## src/common/itt_pkg.sv

```systemverilog
// Shared constants and types of the imaging transport target core
package itt_pkg;
   // ==========================================================
   // Payload limits
   localparam int          LEN_W    = 21;
   localparam logic [20:0] MAX_PAY  = 21'h100000;  // 2^20 bytes
   localparam int          UNIT_SH  = 7;           // 128-byte units
   // ==========================================================
   // Timing
   localparam int          CLK_HZ   = 10_000_000;
   localparam int          TICK_MS  = 1000;        // one second tick
   localparam int          TICK_CYC = CLK_HZ / 1000 * TICK_MS;
   localparam logic [8:0]  ART_MAX_S = 9'h12C;     // 300 s ceiling
   // ==========================================================
   // Request kinds and management functions
   localparam logic [2:0]  K_DIN  = 3'h0;
   localparam logic [2:0]  K_DOUT = 3'h1;
   localparam logic [2:0]  K_SCMD = 3'h2;
   localparam logic [2:0]  K_SCTL = 3'h3;
   localparam logic [2:0]  K_MGMT = 3'h4;
   localparam logic [3:0]  F_LOGIN = 4'h0;
   localparam logic [3:0]  F_QUERY = 4'h1;
   localparam logic [3:0]  F_CSTRM = 4'h2;
   localparam logic [3:0]  F_RECON = 4'h3;
   localparam logic [3:0]  F_SETPW = 4'h4;
   localparam logic [3:0]  F_LOGOUT = 4'h7;
   localparam logic [3:0]  F_NOTSUP = 4'hA;
   localparam logic [3:0]  F_ABT    = 4'hB;
   localparam logic [3:0]  F_ABTSET = 4'hC;
   localparam logic [3:0]  F_CLRSET = 4'hD;
   localparam logic [3:0]  F_LURST  = 4'hE;
   localparam logic [3:0]  F_TGTRST = 4'hF;
   // ==========================================================
   // Status codes
   localparam logic [1:0]  SMFT_NORM  = 2'h0;
   localparam logic [1:0]  SMFT_UNSOL = 2'h3;
   localparam logic [1:0]  RESP_DONE  = 2'h0;
   localparam logic [7:0]  SBP_OK     = 8'h00;
   localparam logic [7:0]  SBP_UNSUP  = 8'h01;
   localparam logic [7:0]  SBP_RSRC   = 8'h04;
   localparam logic [7:0]  SBP_BADID  = 8'h0A;
   localparam logic [7:0]  SBP_LENERR = 8'hFF;
   localparam logic [4:0]  LEN_STS    = 5'h04;
   localparam logic [4:0]  LEN_LOGIN  = 5'h10;     // 12 + appended quad
   // ==========================================================
   // Register map and reset values
   localparam logic [7:0]  A_CTRL = 8'h00;
   localparam logic [7:0]  A_SUPT = 8'h04;
   localparam logic [7:0]  A_SUPP = 8'h08;
   localparam logic [7:0]  A_STAT = 8'h0C;
   localparam logic [7:0]  A_NEG  = 8'h10;
   localparam logic [8:0]  R_SUP_ART  = 9'h12C;
   localparam logic [6:0]  R_SUP_NTAT = 7'h0A;
   localparam logic [7:0]  R_SUP_PAY  = 8'h80;
   localparam logic [1:0]  AXI_OKAY   = 2'h0;
   localparam logic [1:0]  AXI_SLVERR = 2'h2;
   // ==========================================================
   // State types
   typedef enum logic [1:0] {S_FREE, S_ACT, S_HOLD, S_PING} itt_sess_t;
   typedef enum logic [1:0] {C_IDLE, C_XFER, C_STS} itt_cmd_t;
endpackage : itt_pkg

```

## src/core/itt_core.sv

```systemverilog
// Imaging transport target: transfers, management, session timers
//
// Implementation choices: the register offsets and the AXI4-Lite interface to the registers.
`timescale 1ns/1ps
`default_nettype none
module itt_core #(
   parameter int TICK_CYCLES = itt_pkg::TICK_CYC
) (
   // Clock and reset
   input  wire logic        sys_clk,
   input  wire logic        reset,
   // AXI4-Lite register slave
   input  wire logic [7:0]  s_axi_awaddr,
   input  wire logic        s_axi_awvalid,
   output logic             s_axi_awready,
   input  wire logic [31:0] s_axi_wdata,
   input  wire logic [3:0]  s_axi_wstrb,
   input  wire logic        s_axi_wvalid,
   output logic             s_axi_wready,
   output logic [1:0]       s_axi_bresp,
   output logic             s_axi_bvalid,
   input  wire logic        s_axi_bready,
   input  wire logic [7:0]  s_axi_araddr,
   input  wire logic        s_axi_arvalid,
   output logic             s_axi_arready,
   output logic [31:0]      s_axi_rdata,
   output logic [1:0]       s_axi_rresp,
   output logic             s_axi_rvalid,
   input  wire logic        s_axi_rready,
   // Request blocks from the fetch agent
   input  wire logic        req_valid,
   output logic             req_ready,
   input  wire logic [2:0]  req_kind,
   input  wire logic [3:0]  req_func,
   input  wire logic [20:0] req_len,
   input  wire logic        req_oob,
   input  wire logic [31:0] req_param,
   // Status blocks to the initiator
   output logic             sts_valid,
   input  wire logic        sts_ready,
   output logic [31:0]      sts_word,
   output logic [1:0]       sts_resp,
   output logic [7:0]       sts_sbp,
   output logic [4:0]       sts_len,
   output logic             cmd_done,
   // Payload mover
   output logic             xfer_start,
   output logic             xfer_dir_in,
   output logic [20:0]      xfer_len,
   input  wire logic        xfer_done,
   // Transport client and link events
   input  wire logic [20:0] avail_len,
   input  wire logic        avail_oob,
   input  wire logic        bus_reset,
   input  wire logic        credit_grant,
   output logic             session_open
);
   // ==========================================================
   // State
   typedef struct packed {
      itt_pkg::itt_sess_t sess;
      itt_pkg::itt_cmd_t  cmd;
      logic [8:0]  art;
      logic [6:0]  ntat;
      logic [7:0]  i2t;
      logic [7:0]  t2i;
      logic [8:0]  sup_art;
      logic [6:0]  sup_ntat;
      logic [7:0]  sup_i2t;
      logic [7:0]  sup_t2i;
      logic        pkt_mode;
      logic [23:0] pre;
      logic [8:0]  sec;
      logic        credit;
      logic        ping;
      logic        xin;
      logic        xoob;
      logic        start;
      logic [20:0] xlen;
      logic        svalid;
      logic [31:0] sword;
      logic [1:0]  sresp;
      logic [7:0]  ssbp;
      logic [4:0]  slen;
      logic        aw_ok;
      logic [7:0]  aw_adr;
      logic        w_ok;
      logic [31:0] w_dat;
      logic [3:0]  w_stb;
      logic        bvalid;
      logic [1:0]  bresp;
      logic        rvalid;
      logic [1:0]  rresp;
      logic [31:0] rdata;
   } itt_state_t;

   itt_state_t q;
   itt_state_t d;

   function automatic logic [20:0] mn(logic [20:0] a, logic [20:0] b);
      mn = (a < b) ? a : b;
   endfunction : mn

   function automatic logic [31:0] merge(logic [31:0] o, logic [31:0] n,
                                         logic [3:0] s);
      logic [31:0] m;
      m = {{8{s[3]}}, {8{s[2]}}, {8{s[1]}}, {8{s[0]}}};
      merge = (o & ~m) | (n & m);
   endfunction : merge

   // ==========================================================
   // Combinational helpers
   logic        act;
   logic        tick;
   logic        expire;
   logic [8:0]  lim;
   logic [20:0] cap_in;
   logic [20:0] cap_out;
   logic [20:0] din_len;
   logic        dav;
   logic [31:0] neg_q;
   logic [31:0] ctl_img;
   logic [31:0] supt_img;
   logic [31:0] supp_img;
   logic [31:0] wv;
   logic        take;
   logic        credit_use;

   assign act     = (q.sess == itt_pkg::S_ACT) || (q.sess == itt_pkg::S_PING);
   assign dav     = (avail_len != 21'h000000);
   assign cap_in  = {6'h00, q.t2i, 7'h00};
   assign cap_out = {6'h00, q.i2t, 7'h00};
   assign neg_q   = {q.art[7:0], q.ntat, q.art[8], q.i2t, q.t2i};
   assign ctl_img = {31'h0, q.pkt_mode};
   assign supt_img = {9'h0, q.sup_ntat, 7'h0, q.sup_art};
   assign supp_img = {16'h0, q.sup_t2i, q.sup_i2t};
   assign take    = req_valid && req_ready;
   // Packet mode moves the one packet held, cut to cap_in and MAX_PAY; request size ignored
   assign din_len = mn(mn(q.pkt_mode ? avail_len : mn(req_len, avail_len),
                          cap_in), itt_pkg::MAX_PAY);
   // Timers only run while a session is parked or pinged
   assign tick   = (q.pre == 24'(TICK_CYCLES - 1));
   assign lim    = (q.sess == itt_pkg::S_HOLD) ? q.art : {2'h0, q.ntat};
   assign expire = tick && ((q.sec + 9'h001) >= lim);

   // Handshake outputs
   assign req_ready     = (q.cmd == itt_pkg::C_IDLE) && !(q.ping && act);
   assign cmd_done      = q.svalid && sts_ready;
   assign s_axi_awready = !q.aw_ok && !q.bvalid;
   assign s_axi_wready  = !q.w_ok && !q.bvalid;
   assign s_axi_arready = !q.rvalid;

   // Registered outputs
   assign sts_valid    = q.svalid;
   assign sts_word     = q.sword;
   assign sts_resp     = q.sresp;
   assign sts_sbp      = q.ssbp;
   assign sts_len      = q.slen;
   assign xfer_start   = q.start;
   assign xfer_dir_in  = q.xin;
   assign xfer_len     = q.xlen;
   assign s_axi_bvalid = q.bvalid;
   assign s_axi_bresp  = q.bresp;
   assign s_axi_rvalid = q.rvalid;
   assign s_axi_rresp  = q.rresp;
   assign s_axi_rdata  = q.rdata;
   assign session_open = (q.sess != itt_pkg::S_FREE);

   // ==========================================================
   // Next state
   always_comb begin
      d = q;
      d.start = 1'b0;
      credit_use = 1'b0;
      wv = 32'h0;
      // Register writes: address and data taken in either order
      if (s_axi_awvalid && s_axi_awready) begin
         d.aw_ok  = 1'b1;
         d.aw_adr = s_axi_awaddr;
      end
      if (s_axi_wvalid && s_axi_wready) begin
         d.w_ok  = 1'b1;
         d.w_dat = s_axi_wdata;
         d.w_stb = s_axi_wstrb;
      end
      if (q.aw_ok && q.w_ok) begin
         d.aw_ok  = 1'b0;
         d.w_ok   = 1'b0;
         d.bvalid = 1'b1;
         d.bresp  = itt_pkg::AXI_OKAY;
         unique case (q.aw_adr)
            itt_pkg::A_CTRL: begin
               wv = merge(ctl_img, q.w_dat, q.w_stb);
               d.pkt_mode = wv[0];
               // Ping request is write-one, honoured only in session
               if (q.w_stb[0] && q.w_dat[1] && act) d.ping = 1'b1;
            end
            itt_pkg::A_SUPT: begin
               wv = merge(supt_img, q.w_dat, q.w_stb);
               d.sup_art  = wv[8:0];
               d.sup_ntat = wv[22:16];
            end
            itt_pkg::A_SUPP: begin
               wv = merge(supp_img, q.w_dat, q.w_stb);
               d.sup_i2t = wv[7:0];
               d.sup_t2i = wv[15:8];
            end
            itt_pkg::A_STAT, itt_pkg::A_NEG: ;
            default: d.bresp = itt_pkg::AXI_SLVERR;
         endcase
      end
      if (q.bvalid && s_axi_bready) d.bvalid = 1'b0;
      // Register reads
      if (s_axi_arvalid && s_axi_arready) begin
         d.rvalid = 1'b1;
         d.rresp  = itt_pkg::AXI_OKAY;
         unique case (s_axi_araddr)
            itt_pkg::A_CTRL: d.rdata = ctl_img;
            itt_pkg::A_SUPT: d.rdata = supt_img;
            itt_pkg::A_SUPP: d.rdata = supp_img;
            itt_pkg::A_STAT: d.rdata = {18'h0, q.sec, q.ping, q.credit,
                                        dav, q.sess};
            itt_pkg::A_NEG:  d.rdata = neg_q;
            default: begin
               d.rdata = 32'h0;
               d.rresp = itt_pkg::AXI_SLVERR;
            end
         endcase
      end
      if (q.rvalid && s_axi_rready) d.rvalid = 1'b0;

      // Session timer: prescaler plus seconds counter
      if (q.sess == itt_pkg::S_HOLD || q.sess == itt_pkg::S_PING) begin
         d.pre = tick ? 24'h000000 : q.pre + 24'h000001;
         if (tick) d.sec = q.sec + 9'h001;
      end else begin
         d.pre = 24'h000000;
         d.sec = 9'h000;
      end
      if (expire) begin
         d.sess = itt_pkg::S_FREE;
         d.ping = 1'b0;
      end
      // A fresh credit answers the ping
      if (q.sess == itt_pkg::S_PING && credit_grant && !expire)
         d.sess = itt_pkg::S_ACT;
      // Link drop parks the session with its context intact
      if (bus_reset && act) begin
         d.sess = itt_pkg::S_HOLD;
         d.pre  = 24'h000000;
         d.sec  = 9'h000;
      end

      // Command engine
      unique case (q.cmd)
         itt_pkg::C_IDLE: begin
            d.sresp = itt_pkg::RESP_DONE;
            d.ssbp  = itt_pkg::SBP_OK;
            d.slen  = itt_pkg::LEN_STS;
            d.sword = {itt_pkg::SMFT_NORM, dav, 29'h0};
            if (take) begin
               d.cmd    = itt_pkg::C_STS;
               d.svalid = 1'b1;
               if (req_kind == itt_pkg::K_DIN ||
                   req_kind == itt_pkg::K_DOUT) begin
                  d.xin  = (req_kind == itt_pkg::K_DIN);
                  // The request's own out-of-band bit plays no part
                  d.xoob = (req_kind == itt_pkg::K_DIN) && avail_oob;
                  d.xlen = (req_kind == itt_pkg::K_DIN) ? din_len
                                                        : req_len;
                  if (!act) begin
                     d.ssbp = itt_pkg::SBP_BADID;
                  end else if (req_kind == itt_pkg::K_DOUT &&
                               (req_len > cap_out ||
                                req_len > itt_pkg::MAX_PAY)) begin
                     d.ssbp = itt_pkg::SBP_LENERR;
                  end else begin
                     d.start  = 1'b1;
                     d.svalid = 1'b0;
                     d.cmd    = itt_pkg::C_XFER;
                  end
               end else if (req_kind == itt_pkg::K_MGMT) begin
                  unique case (req_func)
                     itt_pkg::F_LOGIN: begin
                        if (q.sess == itt_pkg::S_FREE) begin
                           d.art  = 9'(mn(mn(21'(req_param[31:23]),
                                 21'(q.sup_art)), 21'(itt_pkg::ART_MAX_S)));
                           d.ntat = 7'(mn(21'(req_param[22:16]),
                                          21'(q.sup_ntat)));
                           d.i2t  = 8'(mn(21'(req_param[15:8]),
                                          21'(q.sup_i2t)));
                           d.t2i  = 8'(mn(21'(req_param[7:0]),
                                          21'(q.sup_t2i)));
                           d.sess = itt_pkg::S_ACT;
                        end else if (q.sess == itt_pkg::S_HOLD) begin
                           // Resumed access stops and clears the timer
                           d.sess = itt_pkg::S_ACT;
                           d.pre  = 24'h000000;
                           d.sec  = 9'h000;
                        end else begin
                           d.ssbp = itt_pkg::SBP_RSRC;
                        end
                        d.slen  = itt_pkg::LEN_LOGIN;
                        // Answer with the values just agreed, not old ones
                        d.sword = {d.art[7:0], d.ntat, d.art[8],
                                   d.i2t, d.t2i};
                     end
                     itt_pkg::F_QUERY: d.sword = neg_q;
                     itt_pkg::F_RECON: begin
                        if (q.sess == itt_pkg::S_FREE)
                           d.ssbp = itt_pkg::SBP_BADID;
                        else if (q.sess == itt_pkg::S_HOLD) begin
                           d.sess = itt_pkg::S_ACT;
                           d.pre  = 24'h000000;
                           d.sec  = 9'h000;
                        end
                     end
                     itt_pkg::F_LOGOUT, itt_pkg::F_TGTRST: begin
                        d.sess = itt_pkg::S_FREE;
                        d.ping = 1'b0;
                        d.credit = 1'b0;
                     end
                     itt_pkg::F_NOTSUP, itt_pkg::F_ABT,
                     itt_pkg::F_ABTSET, itt_pkg::F_LURST: ;
                     default: d.ssbp = itt_pkg::SBP_UNSUP;
                  endcase
               end else begin
                  d.ssbp = itt_pkg::SBP_UNSUP;
               end
            end else if (q.ping && act) begin
               // Ping: spend a credit if one is held, else just wait
               d.ping = 1'b0;
               d.sess = itt_pkg::S_PING;
               d.pre  = 24'h000000;
               d.sec  = 9'h000;
               if (q.credit) begin
                  credit_use = 1'b1;
                  d.sword  = {itt_pkg::SMFT_UNSOL, dav, 29'h0};
                  d.svalid = 1'b1;
                  d.cmd    = itt_pkg::C_STS;
               end
            end
         end
         itt_pkg::C_XFER: begin
            if (xfer_done) begin
               d.cmd    = itt_pkg::C_STS;
               d.svalid = 1'b1;
               d.sword  = {itt_pkg::SMFT_NORM, dav, q.xoob,
                           7'h00, q.xin ? q.xlen : 21'h0};
            end
         end
         itt_pkg::C_STS: begin
            if (sts_ready) begin
               d.svalid = 1'b0;
               d.cmd    = itt_pkg::C_IDLE;
            end
         end
         default: d.cmd = itt_pkg::C_IDLE;
      endcase

      // Credit: a grant in the same cycle as a spend is kept
      // A logout above has already dropped the held credit
      d.credit = (d.credit && !credit_use) || credit_grant;
      if (d.sess == itt_pkg::S_FREE) d.ping = 1'b0;
   end

   // ==========================================================
   // State register
   always_ff @(posedge sys_clk) begin
      if (reset) begin
         q          <= '0;
         q.sess     <= itt_pkg::S_FREE;
         q.cmd      <= itt_pkg::C_IDLE;
         q.sup_art  <= itt_pkg::R_SUP_ART;
         q.sup_ntat <= itt_pkg::R_SUP_NTAT;
         q.sup_i2t  <= itt_pkg::R_SUP_PAY;
         q.sup_t2i  <= itt_pkg::R_SUP_PAY;
      end else begin
         q <= d;
      end
   end
endmodule : itt_core
`default_nettype wire

```

## config.mk

```make
export PLATFORM = sky130hd
export DESIGN_NAME = itt_core
export DESIGN_NICKNAME = d
export VERILOG_FILES = /design/src/common/itt_pkg.sv /design/src/core/itt_core.sv
export SDC_FILE = /design/constraint.sdc
export NUM_CORES = 1
export LEC_CHECK = 0
export BUFFER_PORTS_ARGS = -buffer_cell sky130_fd_sc_hd__buf_4
export CORE_MARGIN = 8
export CORE_UTILIZATION = 56
export CTS_CLUSTER_DIAMETER = 30
export DETAILED_ROUTE_END_ITERATION = 10
export PLACE_DENSITY = 0.81
export SLEW_MARGIN = 5
export SYNTH_ARGS = -nofsm -noshare
export SYNTH_HDL_FRONTEND = slang
export SYNTH_SLANG_ARGS = --single-unit
```

## constraint.sdc

```tcl
create_clock -name sys_clk -period 5.6 [get_ports sys_clk]
set_input_delay 0.84 -clock sys_clk [delete_from_list [all_inputs] [get_ports sys_clk]]
set_output_delay 0.84 -clock sys_clk [all_outputs]
set_load 0.005 [all_outputs]
```

==> results.ini <==
[run_status]
status = completed

[pwr]
p_sw_mw = 1.44
p_leak_nw = 6.88
power_frac_clock = 0.577
vdd_ir_drop_max_uv = 279
sw_frac_of_total = 0.254
seqPwrFrac = 0.317
power_frac_comb = 0.106
power_density_nw_per_um2 = 341
p_int_mw = 4.22

[yosys]
synth_edf_count = 0
syn-cell-area_sq_um = 13500
synthTopCellsByArea = dfxtp_1 36%, ha_1 7.3%, a21oi_1 6.2%
synth_top_family_by_area = compound AO/OA/AOI/OAI gates
synthAdderAreaFrac = 0.0725
synth_top_area_frac = 0.356
async_flop_share = 0
yosysTopAreaCell = dfxtp_1
avgSynthCellArea_sq_um = 8.10
synthFlopType = dfxtp_1
syn_inst = 1661
synth-compound-area-share = 0.188
seq_area_frac_synth = 0.356
synth.distinct_cells = 74
synth-warning-count = 0
synthMuxAreaShare = 0.0674
synthSimpleGateAreaFrac = 0.185
ys_ff_latch = 239
synth_xor_area_frac = 0.0247

[finish]
drive_gt1_frac = 0.210
area_growth_pct = 23.2
fin_cells = 2149
finalInstanceArea_sq_um = 16600
regArea_sq_um = 4780
final_util = 0.704
multi_input_area_sq_um = 7280
finalNetCount = 2007
fillCellCount = 1831

[critical_path]
crit_path_frequent_cell = nor2_1
startpoint_type = input pin
cp-end-kind = flop
cp_slowest_cell = mux2i_1
cp.required_ns = 6.03
path_class = in -> reg
crit_fanout = 17
crit_chain = buf_4 -> ha_1 -> nand4_1 -> nor2_1 -> nand2_1 -> o31a_1 -> nand2_4 -> mux2_2 -> ha_1 -> nand3_1 -> nor2_1 -> a221oi_1 -> o21ai_0 -> nor2_1 -> mux2i_1 -> o21ai_0 -> a31o_1
worstPathArrival_ns = 4.87
crit_path_start = req_len[17]
slowest_delay_ns = 0.81

[sta]
tns_ns = 0
slew-limit-headroom = 0.254
post-route-period-util = 0.792
finClkSkew_ns = 0.0141
finalHoldViolCount = 0
grt_setup_unrepaired = no
tightest_slew_ns = 1.12
setup_violations = 0
holdWs_ns = 0.453
drv_slew = 0
final.min_clock_period_ns = 4.43
timing.fmax_ghz = 0.226

[clock_tree]
clk_pin_slew_ns = 0.04
numCtsBuffers = 53
clk_latency_ns = 0.56
htreeDepth = 2
cts_tree = done
postCtsResizedCells = 0
clockBufferDepth = 3
clock_tree.root_cell = clkbuf_16
cts_hold_buf = 0
post_cts_buffers = 0
cts_sinks = 239

[routing]
drcViolationCount = 0
vias = 12700
routed_wl_um = 42900
avgRoutedWirePerCell_um = 20.0
postRouteAntennaNets = 0
dr.pass1.iters = 6
drt_iter0_markers = 1354
viasPerCell = 5.90

[grt]
grt_pass1_vias = 12400
antenna_found_initial = 2
grt_max_degree = 84
grt_pass1_wl_um = 66300
overflow = 0
grt_usage = 0.284

[placement]
io_buffers = 243
dpl-instance-area_sq_um = 14700
placedCellCount = 2045
place_congestion = 0.938
dp_hpwl_um = 31400

[floorplanning]
core-area_sq_um = 23500
dieHeight_um = 171
ioPinCount = 262
initial_core_util = 0.572
row_count = 56
die-area_sq_um = 29200
die_w_um = 171

[min_path]
hold_class = reg -> reg
hp-start = s_axi_rdata[26]$_SDFFE_PP0P_

[job]
maxCapViolations = 0

stage by stage:
stage               worst slack (ns)  power, mW
global route                   0.816       5.83
CTS                             1.27       5.66
floorplan                       1.46       2.18
global placement               0.854       2.39
detailed placement             0.747       2.40
finish                          1.17       5.66
layout make-up:
type                            instances  share of cell area
Multi-Input combinational cell       1157               0.439
Sequential cell                       239               0.289
Antenna cell                            3            0.000453
Clock buffer                           64              0.0855
Tap cell                              319              0.0241
Clock inverter                         36              0.0291
Inverter                               78              0.0177
Timing Repair Buffer                  253               0.115
synthesized netlist by cell type, types with 7 or more instances:
| cell | number |
|---|---|
| dfxtp_1 | 239 |
| nand2_1 | 188 |
| nor2_1 | 169 |
| a21oi_1 | 167 |
| buf_4 | 106 |
| ha_1 | 78 |
| inv_1 | 78 |
| o21ai_0 | 75 |
| clkbuf_1 | 74 |
| mux2i_1 | 70 |
| nand3_1 | 56 |
| a211oi_1 | 37 |
| xor2_1 | 21 |
| a21o_1 | 20 |
| a221o_1 | 20 |
| nand4_1 | 19 |
| nor3_1 | 18 |
| xnor2_1 | 17 |
| a22oi_1 | 16 |
| or3_1 | 16 |
| mux2_2 | 13 |
| nor2b_1 | 12 |
| and3_1 | 11 |
| buf_2 | 11 |
| a222oi_1 | 9 |
| nand2b_1 | 9 |
| nor4_1 | 9 |
| o211ai_1 | 9 |
| and2_1 | 8 |
| a31o_1 | 7 |
kinds of logic after synthesis:
| family | after synthesis |
|---|---|
| simple gates | 544 |
| flops | 239 |
| buf+inv | 271 |
| mux | 88 |
| compound gates | 402 |
| fa+ha+maj | 78 |
| other cells | 1 |
| xor+xnor | 38 |
worst paths after layout:
check / endpoint / slack, ns / cells past startpoint
max: xfer_len[8]$_SDFFE_PP0P_ / 1.17 / 17
min: s_axi_rdata[26]$_SDFFE_PP0P_ / 0.45 / 2
max reg2reg: xfer_len[8]$_SDFFE_PP0P_ / 1.89 / 12
min reg2reg: s_axi_rdata[26]$_SDFFE_PP0P_ / 0.45 / 2
worst max-delay path: cells and delay by family:
kind | cells | cell delay (ns)
AND/OR/NAND/NOR | 7 | 1.03
multiplexers | 2 | 1.20
buffers and inverters | 1 | 0.12
AO/OA/AOI/OAI | 5 | 1.04
adder cells (fa/ha/maj) | 2 | 0.63
layer usage:
layer	vias up	routed length (um)	track usage
met3	119	4230	0.0643
met5	-	0	0
li1	5972	-	-
met4	0	2060	0.150
met2	637	19700	0.457
met1	5951	17000	0.352
power by group through the flow:
| stage | Combinational (mW) | Sequential [mW] | Clock, mW |
|---|---|---|---|
| 6_report | 0.599 | 1.79 | 3.27 |
| 5_1_grt | 0.657 | 1.80 | 3.38 |
| 4_1_cts | 0.590 | 1.79 | 3.28 |
| 3_5_place_dp | 0.582 | 1.82 | 0 |
| 3_3_place_gp | 0.569 | 1.82 | 0 |
| 2_1_floorplan | 0.374 | 1.81 | 0 |
cells in the final DEF (no fill, tap or decap), types with 11 or more instances in the layout:
| master | instances |
|---|---|
| nor3_1 | 17 |
| mux2_2 | 13 |
| mux2i_1 | 70 |
| a22oi_1 | 16 |
| a21oi_1 | 167 |
| nand2_1 | 188 |
| nor2b_1 | 12 |
| nand3_1 | 56 |
| inv_1 | 78 |
| a21o_1 | 20 |
| nor2_1 | 166 |
| dfxtp_1 | 239 |
| a221o_1 | 20 |
| ha_1 | 78 |
| xnor2_1 | 17 |
| clkbuf_16 | 53 |
| xor2_1 | 21 |
| a211oi_1 | 37 |
| nand4_1 | 19 |
| or3_1 | 16 |
| and3_1 | 11 |
| o21ai_0 | 75 |
| buf_4 | 252 |
Note: power is estimated with default switching activity, not from simulation.
